### src/include/sync_proc_consts.vh
// Register indexes, field positions, reset values and timing counts for sync processing
`ifndef SYNC_PROC_CONSTS_VH
`define SYNC_PROC_CONSTS_VH
// ----------------------------------------
// Register indexes (byte address is four times the index)
// ----------------------------------------
`define IDX_SEP_THR 6'h11
`define IDX_HS_POL 6'h12
`define IDX_VS_CTRL 6'h14
`define IDX_PRECOAST 6'h16
`define IDX_POSTCOAST 6'h17
`define IDX_COAST_CTRL 6'h18
`define IDX_SLICER 6'h1D
`define IDX_HS_SEL 6'h20
`define IDX_WINDOW 6'h23
`define IDX_STATUS 6'h25
`define IDX_COUNT_LO 6'h26
`define IDX_COUNT_HI 6'h27
// ----------------------------------------
// Reset values
// ----------------------------------------
`define RST_SEP_THR 8'h20
`define RST_HS_POL 8'h10
`define RST_VS_CTRL 8'h04
`define RST_PRECOAST 8'h02
`define RST_POSTCOAST 8'h0A
`define RST_COAST_CTRL 8'h20
`define RST_SLICER 8'h80
`define RST_HS_SEL 8'h06
`define RST_WINDOW 8'h0A
// ----------------------------------------
// Field positions and codes
// ----------------------------------------
`define HS_POL_MSB 5
`define HS_POL_LSB 4
`define VS_FILT_EN_BIT 2
`define VS_SRC_MSB 7
`define VS_SRC_LSB 6
`define COAST_POL_MSB 6
`define COAST_POL_LSB 5
`define COAST_EXT_BIT 7
`define SLICER_MSB 7
`define SLICER_LSB 3
`define HS_SEL_PLL_FILT_BIT 2
`define HS_SEL_REGEN_BIT 1
`define HS_SEL_CSYNC_SOG_BIT 0
`define ST_EXTRA_BIT 1
`define ST_FIELD_BIT 0
`define POL_ACTIVE_HIGH 2'h1
`define VS_SRC_SEPARATED 2'h1
`define RESP_OKAY 2'h0
`define RESP_SLVERR 2'h2
// ----------------------------------------
// Timing
// ----------------------------------------
`define CLK_PERIOD_NS 10
`define SEP_UNIT_NS 200
`define FINE_UNIT_NS 25
`define SEP_UNIT_CYC ((`SEP_UNIT_NS + `CLK_PERIOD_NS - 1) / `CLK_PERIOD_NS)
`define FINE_UNIT_CYC ((`FINE_UNIT_NS + `CLK_PERIOD_NS - 1) / `CLK_PERIOD_NS)
`define REGENERATED_HSYNC_OUT_CYC 8'h20
`define EXTRA_LINES 8'h40
`endif

### src/verilog/unit_tick.v
// Time-unit prescaler: one-cycle tick every CYCLES clocks while run is high
`timescale 1ns/1ps
module unit_tick #(
  parameter CYCLES = 20,
  parameter W = 8
) (
  input wire aclk,
  input wire aresetn,
  input wire ce,
  input wire run,
  output reg tick
);
  localparam [W-1:0] LAST = CYCLES - 1;
  reg [W-1:0] cnt;
  // Restarting on run low keeps the unit phase-locked to the pulse start
  always @(posedge aclk) begin
    if (!aresetn) begin
      cnt <= {W{1'b0}};
      tick <= 1'b0;
    end else if (ce) begin
      if (!run) begin
        cnt <= {W{1'b0}};
        tick <= 1'b0;
      end else if (cnt == LAST) begin
        cnt <= {W{1'b0}};
        tick <= 1'b1;
      end else begin
        cnt <= cnt + 1'b1;
        tick <= 1'b0;
      end
    end
  end
endmodule

### src/verilog/duration_gate.v
// Pulse-width gate: passes a level only after it has lasted limit ticks
`timescale 1ns/1ps
module duration_gate #(
  parameter W = 8
) (
  input wire aclk,
  input wire aresetn,
  input wire ce,
  input wire level,
  input wire tick,
  input wire [W-1:0] limit,
  output reg pass
);
  reg [W-1:0] cnt;
  always @(posedge aclk) begin
    if (!aresetn) begin
      cnt <= {W{1'b0}};
      pass <= 1'b0;
    end else if (ce) begin
      if (!level) begin
        cnt <= {W{1'b0}};
        pass <= 1'b0;
      end else begin
        if (tick && cnt != {W{1'b1}})
          cnt <= cnt + 1'b1;
        pass <= (cnt >= limit);
      end
    end
  end
endmodule

### src/verilog/sync_processor.v
// Sync processing: slicer, separator, hsync regenerator and filter, vsync filter, coast
//
// How it works
// - Green level below a five-bit threshold gives digital composite sync.
// - Composite sync comes from sliced green or from the hsync input.
// - Composite pulses shorter than the threshold are dropped; long ones pass as vsync.
// - Separator threshold is the programmed N times 200 ns.
// - Extracted vsync lags the original edge by N times the unit.
// - Regenerator needs no setup and rides over extra and missing pulses.
// - Regenerated hsync feeds mode detection and counting, never the PLL.
// - Filter window is plus or minus x times 25 ns, rounded up to three clocks (30 ns), around regenerated edge.
// - Sync pulses outside the window are removed from filtered hsync.
// - Status bit shows that extraneous pulses are being seen.
// - Control bit picks filtered or raw sync as PLL reference.
// - Control bit picks regenerated or raw hsync for downstream processing.
// - Vsync filter moves vsync so its edge never meets an hsync edge.
// - One enable bit switches the vsync filter.
// - Vsync filter gives odd/even field from vsync position in the line.
// - Regenerated hsyncs are counted per vsync period.
// - Coast holds the PLL frequency while hsync is absent or disturbed.
// - Internal coast starts pre lines before vsync and ends post lines after.
// - Hsync and coast input polarity fields; value one means active high.
// - Coast select bit zero uses internal coast; a field picks its vsync source.
`timescale 1ns/1ps
`include "sync_proc_consts.vh"
module sync_processor #(
  parameter ADDR_W = 8,
  parameter PW = 16,
  parameter LW = 12
) (
  input wire aclk,
  input wire aresetn,
  input wire ce,
  input wire awvalid,
  output reg awready,
  input wire [ADDR_W-1:0] awaddr,
  input wire wvalid,
  output reg wready,
  input wire [31:0] wdata,
  input wire [3:0] wstrb,
  output reg bvalid,
  input wire bready,
  output reg [1:0] bresp,
  input wire arvalid,
  output reg arready,
  input wire [ADDR_W-1:0] araddr,
  output reg rvalid,
  input wire rready,
  output reg [31:0] rdata,
  output reg [1:0] rresp,
  input wire [7:0] green_sync_input,
  input wire hsync_in,
  input wire vsync_in,
  input wire coast_in,
  output reg regenerated_hsync_out,
  output reg pll_reference,
  output reg coast_out,
  output reg vsync_out,
  output reg odd_even_field
);
  // ----------------------------------------
  // Registers
  // ----------------------------------------
  reg [7:0] sep_thr;
  reg [7:0] hs_pol;
  reg [7:0] vs_ctrl;
  reg [7:0] precoast;
  reg [7:0] postcoast;
  reg [7:0] coast_ctrl;
  reg [7:0] slicer;
  reg [7:0] hs_sel;
  reg [7:0] window;
  reg [LW-1:0] hs_per_vs;
  reg extra_flag;
  reg aw_full;
  reg w_full;
  reg [5:0] aw_idx;
  reg [7:0] w_byte;
  reg w_lane0;
  reg [7:0] rd_val;
  reg rd_ok;
  reg wr_ok;
  wire [5:0] ar_idx = araddr[7:2];
  wire [15:0] cnt_wide = {{(16-LW){1'b0}}, hs_per_vs};

  always @* begin
    rd_val = 8'h00;
    rd_ok = 1'b1;
    if (ar_idx == `IDX_SEP_THR) begin
      rd_val = sep_thr;
    end else if (ar_idx == `IDX_HS_POL) begin
      rd_val = hs_pol;
    end else if (ar_idx == `IDX_VS_CTRL) begin
      rd_val = vs_ctrl;
    end else if (ar_idx == `IDX_PRECOAST) begin
      rd_val = precoast;
    end else if (ar_idx == `IDX_POSTCOAST) begin
      rd_val = postcoast;
    end else if (ar_idx == `IDX_COAST_CTRL) begin
      rd_val = coast_ctrl;
    end else if (ar_idx == `IDX_SLICER) begin
      rd_val = slicer;
    end else if (ar_idx == `IDX_HS_SEL) begin
      rd_val = hs_sel;
    end else if (ar_idx == `IDX_WINDOW) begin
      rd_val = window;
    end else if (ar_idx == `IDX_STATUS) begin
      rd_val[`ST_EXTRA_BIT] = extra_flag;
      rd_val[`ST_FIELD_BIT] = odd_even_field;
    end else if (ar_idx == `IDX_COUNT_LO) begin
      rd_val = cnt_wide[7:0];
    end else if (ar_idx == `IDX_COUNT_HI) begin
      rd_val = cnt_wide[15:8];
    end else begin
      rd_ok = 1'b0;
    end
  end

  always @* begin
    wr_ok = 1'b1;
    if (aw_idx == `IDX_SEP_THR || aw_idx == `IDX_HS_POL || aw_idx == `IDX_VS_CTRL) begin
      wr_ok = 1'b1;
    end else if (aw_idx == `IDX_PRECOAST || aw_idx == `IDX_POSTCOAST) begin
      wr_ok = 1'b1;
    end else if (aw_idx == `IDX_COAST_CTRL || aw_idx == `IDX_SLICER) begin
      wr_ok = 1'b1;
    end else if (aw_idx == `IDX_HS_SEL || aw_idx == `IDX_WINDOW) begin
      wr_ok = 1'b1;
    end else if (aw_idx == `IDX_STATUS || aw_idx == `IDX_COUNT_LO) begin
      wr_ok = 1'b1;
    end else if (aw_idx == `IDX_COUNT_HI) begin
      wr_ok = 1'b1;
    end else begin
      wr_ok = 1'b0;
    end
  end

  // Address and data are held separately so either may arrive first
  always @(posedge aclk) begin
    if (!aresetn) begin
      awready <= 1'b0;
      wready <= 1'b0;
      bvalid <= 1'b0;
      bresp <= `RESP_OKAY;
      aw_full <= 1'b0;
      w_full <= 1'b0;
      aw_idx <= 6'h00;
      w_byte <= 8'h00;
      w_lane0 <= 1'b0;
      sep_thr <= `RST_SEP_THR;
      hs_pol <= `RST_HS_POL;
      vs_ctrl <= `RST_VS_CTRL;
      precoast <= `RST_PRECOAST;
      postcoast <= `RST_POSTCOAST;
      coast_ctrl <= `RST_COAST_CTRL;
      slicer <= `RST_SLICER;
      hs_sel <= `RST_HS_SEL;
      window <= `RST_WINDOW;
    end else if (ce) begin
      if (awready && awvalid) begin
        aw_full <= 1'b1;
        awready <= 1'b0;
        aw_idx <= awaddr[7:2];
      end else if (!aw_full && !bvalid) begin
        awready <= 1'b1;
      end
      if (wready && wvalid) begin
        w_full <= 1'b1;
        wready <= 1'b0;
        w_byte <= wdata[7:0];
        w_lane0 <= wstrb[0];
      end else if (!w_full && !bvalid) begin
        wready <= 1'b1;
      end
      if (aw_full && w_full && !bvalid) begin
        bvalid <= 1'b1;
        bresp <= wr_ok ? `RESP_OKAY : `RESP_SLVERR;
        if (w_lane0) begin
          if (aw_idx == `IDX_SEP_THR) begin
            sep_thr <= w_byte;
          end else if (aw_idx == `IDX_HS_POL) begin
            hs_pol <= w_byte;
          end else if (aw_idx == `IDX_VS_CTRL) begin
            vs_ctrl <= w_byte;
          end else if (aw_idx == `IDX_PRECOAST) begin
            precoast <= w_byte;
          end else if (aw_idx == `IDX_POSTCOAST) begin
            postcoast <= w_byte;
          end else if (aw_idx == `IDX_COAST_CTRL) begin
            coast_ctrl <= w_byte;
          end else if (aw_idx == `IDX_SLICER) begin
            slicer <= w_byte;
          end else if (aw_idx == `IDX_HS_SEL) begin
            hs_sel <= w_byte;
          end else if (aw_idx == `IDX_WINDOW) begin
            window <= w_byte;
          end
        end
      end else if (bvalid && bready) begin
        bvalid <= 1'b0;
        aw_full <= 1'b0;
        w_full <= 1'b0;
      end
    end
  end

  always @(posedge aclk) begin
    if (!aresetn) begin
      arready <= 1'b0;
      rvalid <= 1'b0;
      rdata <= 32'h00000000;
      rresp <= `RESP_OKAY;
    end else if (ce) begin
      if (arready && arvalid) begin
        arready <= 1'b0;
        rvalid <= 1'b1;
        rdata <= {24'h000000, rd_val};
        rresp <= rd_ok ? `RESP_OKAY : `RESP_SLVERR;
      end else if (rvalid && rready) begin
        rvalid <= 1'b0;
      end else if (!rvalid) begin
        arready <= 1'b1;
      end
    end
  end

  // ----------------------------------------
  // Slicer, source select and separator
  // ----------------------------------------
  reg sync_on_green;
  reg csync_d;
  wire hs_act = (hs_pol[`HS_POL_MSB:`HS_POL_LSB] == `POL_ACTIVE_HIGH) ? hsync_in : ~hsync_in;
  wire csync = hs_sel[`HS_SEL_CSYNC_SOG_BIT] ? sync_on_green : hs_act;
  wire raw_rise = csync & ~csync_d;
  wire sep_tick;
  wire sep_vsync;

  always @(posedge aclk) begin
    if (!aresetn) begin
      sync_on_green <= 1'b0;
      csync_d <= 1'b0;
    end else if (ce) begin
      sync_on_green <= (green_sync_input < {slicer[`SLICER_MSB:`SLICER_LSB], 3'h0});
      csync_d <= csync;
    end
  end

  // 200 ns unit restarts at each pulse start
  unit_tick #(.CYCLES(`SEP_UNIT_CYC), .W(8)) sep_unit (
    .aclk(aclk),
    .aresetn(aresetn),
    .ce(ce),
    .run(csync),
    .tick(sep_tick)
  );

  // Output rises N units after the pulse start, so short pulses never pass
  duration_gate #(.W(8)) separator (
    .aclk(aclk),
    .aresetn(aresetn),
    .ce(ce),
    .level(csync),
    .tick(sep_tick),
    .limit(sep_thr),
    .pass(sep_vsync)
  );

  // ----------------------------------------
  // Hsync regenerator and filter
  // ----------------------------------------
  reg [PW-1:0] cnt;
  reg [PW-1:0] period;
  reg seen;
  reg locked;
  reg [2:0] misses;
  reg regen_edge;
  reg filt_hs;
  reg [7:0] extra_age;
  reg [7:0] hs_stretch;
  wire [31:0] hw_wide = window * `FINE_UNIT_CYC;
  wire [PW-1:0] hw = hw_wide[PW-1:0];
  wire [PW:0] late = {1'b0, period} + {4'h0, period[PW-1:3]};
  wire early = cnt < (period - {2'h0, period[PW-1:2]});
  wire in_win = locked && (cnt <= hw || ({1'b0, cnt} + {1'b0, hw}) >= {1'b0, period});
  wire miss = locked && ({1'b0, cnt} == late);
  wire [PW:0] near_lo = {1'b0, period} - {4'h0, period[PW-1:3]};
  wire period_match = ({1'b0, cnt} >= near_lo) && ({1'b0, cnt} <= late);
  wire take_rise = raw_rise && !(locked && early);

  // Early edges are ignored and a missing edge is replaced by a flywheel edge
  // Lock waits for two matching periods, so an idle gap is never taken for a line
  always @(posedge aclk) begin
    if (!aresetn) begin
      cnt <= {PW{1'b0}};
      period <= {PW{1'b0}};
      seen <= 1'b0;
      locked <= 1'b0;
      misses <= 3'h0;
      regen_edge <= 1'b0;
    end else if (ce) begin
      regen_edge <= 1'b0;
      if (take_rise) begin
        regen_edge <= 1'b1;
        cnt <= {PW{1'b0}};
        seen <= 1'b1;
        misses <= 3'h0;
        if (seen) begin
          period <= cnt;
          if (period_match)
            locked <= 1'b1;
        end
      end else if (miss) begin
        regen_edge <= 1'b1;
        cnt <= {3'h0, period[PW-1:3]};
        misses <= misses + 1'b1;
        if (misses == 3'h7)
          locked <= 1'b0;
      end else if (cnt == {PW{1'b1}}) begin
        locked <= 1'b0;
        seen <= 1'b0;
      end else begin
        cnt <= cnt + 1'b1;
      end
    end
  end

  always @(posedge aclk) begin
    if (!aresetn) begin
      filt_hs <= 1'b0;
      extra_age <= 8'hFF;
      extra_flag <= 1'b0;
      hs_stretch <= 8'h00;
      regenerated_hsync_out <= 1'b0;
      pll_reference <= 1'b0;
    end else if (ce) begin
      if (!csync)
        filt_hs <= 1'b0;
      else if (raw_rise && in_win)
        filt_hs <= 1'b1;
      // Fresh detection wins over ageing on the same cycle
      if (raw_rise && locked && !in_win)
        extra_age <= 8'h00;
      else if (regen_edge && extra_age != 8'hFF)
        extra_age <= extra_age + 1'b1;
      extra_flag <= (extra_age < `EXTRA_LINES);
      if (regen_edge)
        hs_stretch <= `REGENERATED_HSYNC_OUT_CYC;
      else if (hs_stretch != 8'h00)
        hs_stretch <= hs_stretch - 1'b1;
      regenerated_hsync_out <= regen_edge || (hs_stretch > 8'h01);
      // Regenerated edge is jittery, so it is never a PLL choice
      pll_reference <= hs_sel[`HS_SEL_PLL_FILT_BIT] ? filt_hs : csync;
    end
  end

  // ----------------------------------------
  // Vsync filter, line count and coast
  // ----------------------------------------
  reg vs_raw_d;
  reg vs_f_d;
  reg pend_field;
  reg [LW-1:0] hcount;
  wire [1:0] vs_src = vs_ctrl[`VS_SRC_MSB:`VS_SRC_LSB];
  wire vs_raw = (vs_src == `VS_SRC_SEPARATED) ? sep_vsync : vsync_in;
  wire filt_en = vs_ctrl[`VS_FILT_EN_BIT];
  wire mid_line = locked && (cnt == {1'b0, period[PW-1:1]});
  wire proc_edge = hs_sel[`HS_SEL_REGEN_BIT] ? regen_edge : raw_rise;
  wire vs_rise = vsync_out & ~vs_f_d;
  wire coast_ext = (coast_ctrl[`COAST_POL_MSB:`COAST_POL_LSB] == `POL_ACTIVE_HIGH) ?
                   coast_in : ~coast_in;
  wire pre_hit = ({1'b0, hcount} + {5'h00, precoast}) >= {1'b0, hs_per_vs};
  wire int_coast = (hs_per_vs != {LW{1'b0}}) &&
                   (pre_hit || hcount < {4'h0, postcoast});

  // Filtered vsync moves only at mid-line, away from any hsync edge
  always @(posedge aclk) begin
    if (!aresetn) begin
      vs_raw_d <= 1'b0;
      vs_f_d <= 1'b0;
      pend_field <= 1'b0;
      vsync_out <= 1'b0;
      odd_even_field <= 1'b0;
    end else if (ce) begin
      vs_raw_d <= vs_raw;
      vs_f_d <= vsync_out;
      if (vs_raw && !vs_raw_d)
        // A vsync edge on the line's own hsync edge belongs to the first half
        pend_field <= !take_rise && (cnt >= {1'b0, period[PW-1:1]});
      if (!filt_en)
        vsync_out <= vs_raw;
      else if (mid_line)
        vsync_out <= vs_raw;
      if (filt_en && vs_rise)
        odd_even_field <= pend_field;
    end
  end

  // Software must have the vsync filter on for a trustworthy count
  always @(posedge aclk) begin
    if (!aresetn) begin
      hcount <= {LW{1'b0}};
      hs_per_vs <= {LW{1'b0}};
      coast_out <= 1'b0;
    end else if (ce) begin
      if (vs_rise) begin
        hs_per_vs <= hcount;
        hcount <= {LW{1'b0}};
      end else if (proc_edge && hcount != {LW{1'b1}}) begin
        hcount <= hcount + 1'b1;
      end
      coast_out <= coast_ctrl[`COAST_EXT_BIT] ? coast_ext : int_coast;
    end
  end
endmodule

### config.mk
export PLATFORM = sky130hd
export DESIGN_NAME = sync_processor
export DESIGN_NICKNAME = d
export VERILOG_FILES = /design/src/verilog/unit_tick.v /design/src/verilog/duration_gate.v /design/src/verilog/sync_processor.v
export VERILOG_INCLUDE_DIRS = /design/src /design/src/include
export SDC_FILE = /design/constraint.sdc
export NUM_CORES = 1
export LEC_CHECK = 0
export ABC_CLOCK_PERIOD_IN_PS = 8039
export CORE_MARGIN = 3
export CORE_UTILIZATION = 30
export DETAILED_ROUTE_END_ITERATION = 10
export DONT_BUFFER_PORTS = 1
export GPL_ROUTABILITY_DRIVEN = 0
export PLACE_DENSITY_LB_ADDON = 0.08
export SLEW_MARGIN = 20
export SYNTH_ARGS = -nofsm -noshare
export SYNTH_HDL_FRONTEND = slang
export SYNTH_SLANG_ARGS = --single-unit
### constraint.sdc
create_clock -name aclk -period 8.04 [get_ports aclk]
set_input_delay 0 -clock aclk [delete_from_list [all_inputs] [get_ports aclk]]
set_output_delay 0 -clock aclk [all_outputs]
set_load 0.02 [all_outputs]
==> flow_summary.yaml <==
route:
  via_count: 13500
  drc_errors: 0
  via_per_inst: 5.10
  routed_wl_mm: 51.5
  drtAntennaViolNets: 0
  drtIter0Drc: 528
  wl_per_cell_um: 19.4
  drt-pass1-iter-count: 6
global_route:
  antenna_found_initial: 1
  grt_start_max_net_pins: 182
  grt-ovfl-total: 0
  grt_pass1_vias: 13500
  grt_pass1_wl_mm: 80.0
  grt_use_total_pct: 18.0
synth:
  synth_cell_type_count: 96
  synth_flop_cell: "dfxtp_1"
  seq_area_frac_synth_pct: 26.4
  postSynthAreaPerCell_um2: 8.24
  yosys-top-cells-area: "dfxtp_1 26%, ha_1 15%, nand2_1 5.1%, mux2i_1 4.9%, nor2b_1 4.1%"
  netlist_area_mm2: 0.0161
  synth_edf_count: 0
  synth_top_area_share_pct: 26.4
  yosys_warnings: 0
  synth_seq_cells: 212
  synthCells: 1949
  async_reset_ff_share_pct: 0
  synth_largest_area_cell: "dfxtp_1"
floorplan:
  ios: 117
  fp.dieArea_mm2: 0.0563
  die_h_um: 237
  num_rows: 84
  start_util_pct: 30.4
  coreArea_mm2: 0.0528
  dieWidth_um: 237
worst_setup_path:
  crit_path_cell_trace: "ha_1, inv_1, fa_1, inv_1, a21oi_1, o21bai_1, a21o_1, a21o_1, xnor2_1, ha_1, nor3_1, and4_1, o31ai_1, xnor2_1, ha_1, a21o_1, a21o_1, nor4_1, o32a_1, nand4_1, nor3_1, o221ai_1"
  cp.required_ns: 8.42
  max_stage_delay_ns: 0.72
  path_class: "reg -> reg"
  critPathMaxFanout: 8
  startpoint_type: "register"
  cp.arrival_ns: 6.10
  cpMaxStageDelayCell: "nor3_1"
  path_common_cell: "a21o_1"
  cp-end-kind: "register"
power_and_ir_drop:
  ir_drop_mv: 0.161
  total_power_w: 0.00265
  power_per_cell_area_mw_per_mm2: 148
  power.leakage_nw: 7.13
timing:
  setup_viol: 0
  grt_setup_unrepaired: "false"
  slew_viol_final: 0
  maxSlewHeadroom_pct: 31.3
  post-route-period-util_pct: 71.2
  tightestPinTransition_ns: 1.02
  setup_tns_ns: 0
  finalCriticalPeriod_ns: 5.72
  fmax_mhz: 175
  clock_skew_ns: 0.0132
  hold_violations: 0
clock_tree:
  cts_max_level: 1
  clockRootBuffer: "clkbuf_16"
  path_clk_slew_ns: 0.06
  ctsResizeCount: 0
  cts_max_path_buffers: 3
  cts_buffers: 27
  cts_tree: "done"
  insertion_delay_ns: 0.55
  numClockSinks: 212
run:
  drv_cap: 0
cells_and_area:
  n_fill_cell: 5525
  finalNonFillerCells: 2654
  antenna_cells: 0
  seqCellArea_mm2: 0.00424
  layout-drive-gt1-share_pct: 4.68
  final_nets: 2219
  multi_input_area_mm2: 0.0109
  area_delta_synth_final_pct: 11.5
placement:
  port-buffer-count: 0
  dpl.hpwl_mm: 37.1
  placed_cells: 2557
run_status:
  status: "finished, final reports clean"
worst_hold_path:
  hold_path_class: "in -> reg"
## stage by stage
stage | worst slack [ns] | hold WS, ns | utilization, % | area (µm²)
2_1_floorplan | 3.52 | 0.145 | - | 16100
3_3_place_gp | 2.27 | 0.123 | 31.3 | 16500
3_5_place_dp | 2.23 | 0.123 | 31.3 | 16500
4_1_cts | 2.20 | 0.00197 | 33.9 | 17900
5_1_grt | 1.75 | 0.0661 | 33.9 | 17900
6_report | 2.32 | 0.0233 | 33.9 | 17900
## path summary, 6_finish.rpt
check	slack, ns	depth (start not counted)	startpoint	to
worst min-delay path	0.02	3	ce	w_lane0
worst min register to register	0.48	2	hs_per_vs[2]	hs_per_vs[2]
worst max-delay path	2.32	22	window[0]	extra_age[0]
worst max register to register	2.32	22	window[0]	extra_age[0]
## critical path: cells and delay by family, from the launching register on
kind | cells | cell delay, ns
AO/OA/AOI/OAI | 9 | 1.95
AND/OR/NAND/NOR | 5 | 1.56
buffers and inverters | 2 | 0.12
adder cells (fa/ha/maj) | 4 | 1.12
XOR/XNOR | 2 | 0.35
flip-flops | 1 | 0.45
## cells in the mapped netlist, drive strengths merged, types with 38 or more instances
library cell    n
a21boi         52
mux2i          79
inv           110
buf            49
nor2b         107
xnor2          73
dfxtp         212
nor3           38
clkbuf         64
ha            196
nand3          49
nand2         219
o21ai         101
a21oi         115
nor2          100
## cell usage in the layout (no fill, tap or decap), drive strengths merged, types with 38 or more instances in the layout
cell / netlist / routed
nand3: 49 / 49
nor3: 38 / 38
clkbuf: 64 / 41
xnor2: 73 / 73
a21boi: 52 / 52
nor2b: 107 / 107
dlygate4sd3: 0 / 46
inv: 110 / 110
nand2: 219 / 219
o21ai: 101 / 101
nor2: 100 / 100
ha: 196 / 196
mux2i: 79 / 79
a21oi: 115 / 115
dfxtp: 212 / 212
## sequential cells by signal, summed over array words and instances, names as in the netlist, 12 cells and up
signal and count:
period 16, hcount 12, hs_per_vs 12, cnt 16
## timing repair
action | CTS | global route
buffers inserted | 0 | 0
hold buffers | 48 | 0
endpoints found under the hold margin | 200 | 0
## layer usage
layer  share of wire (%)  vias to the layer above  routed length, µm  track usage [%]
met5               0.025                        -                 13                0
met4                 3.1                        2               1590             5.83
met3                 3.4                       67               1750             2.23
met2                  48                      197              24800             31.5
met1                  45                     6419              23400             23.1
li1                    -                     6847                  -                -
## cells by family (layout without fill, tap and decap cells)
logic type               Yosys count  after routing  synth area share, %
multiplexers                      83             83                 5.21
AND/OR/NAND/NOR                  671            671                 21.4
adder cells (fa/ha/maj)          202            202                 16.0
other                              1             26               0.0234
buffers and inverters            223            215                 6.08
flip-flops                       212            212                 26.4
XOR/XNOR                         102            102                 5.56
AO/OA/AOI/OAI                    455            455                 19.2
## final cells by class
cell class / count / area share [%]
clock buffers: 41 / 4.63
clock inverters: 8 / 0.252
inverters: 110 / 2.31
multi-input cells: 1539 / 61.1
flip-flops and latches: 212 / 23.7
well taps: 688 / 4.81
repair buffers: 56 / 3.21
## where the power goes
part	internal (W)	switching (W)	total [W]
clock network	0.000705	0.000496	0.00120
logic	0.000132	0.000187	0.000319
registers	0.00108	0.0000462	0.00113
total	0.00192	0.000730	0.00265
Note: power is estimated with default switching activity, not from simulation.
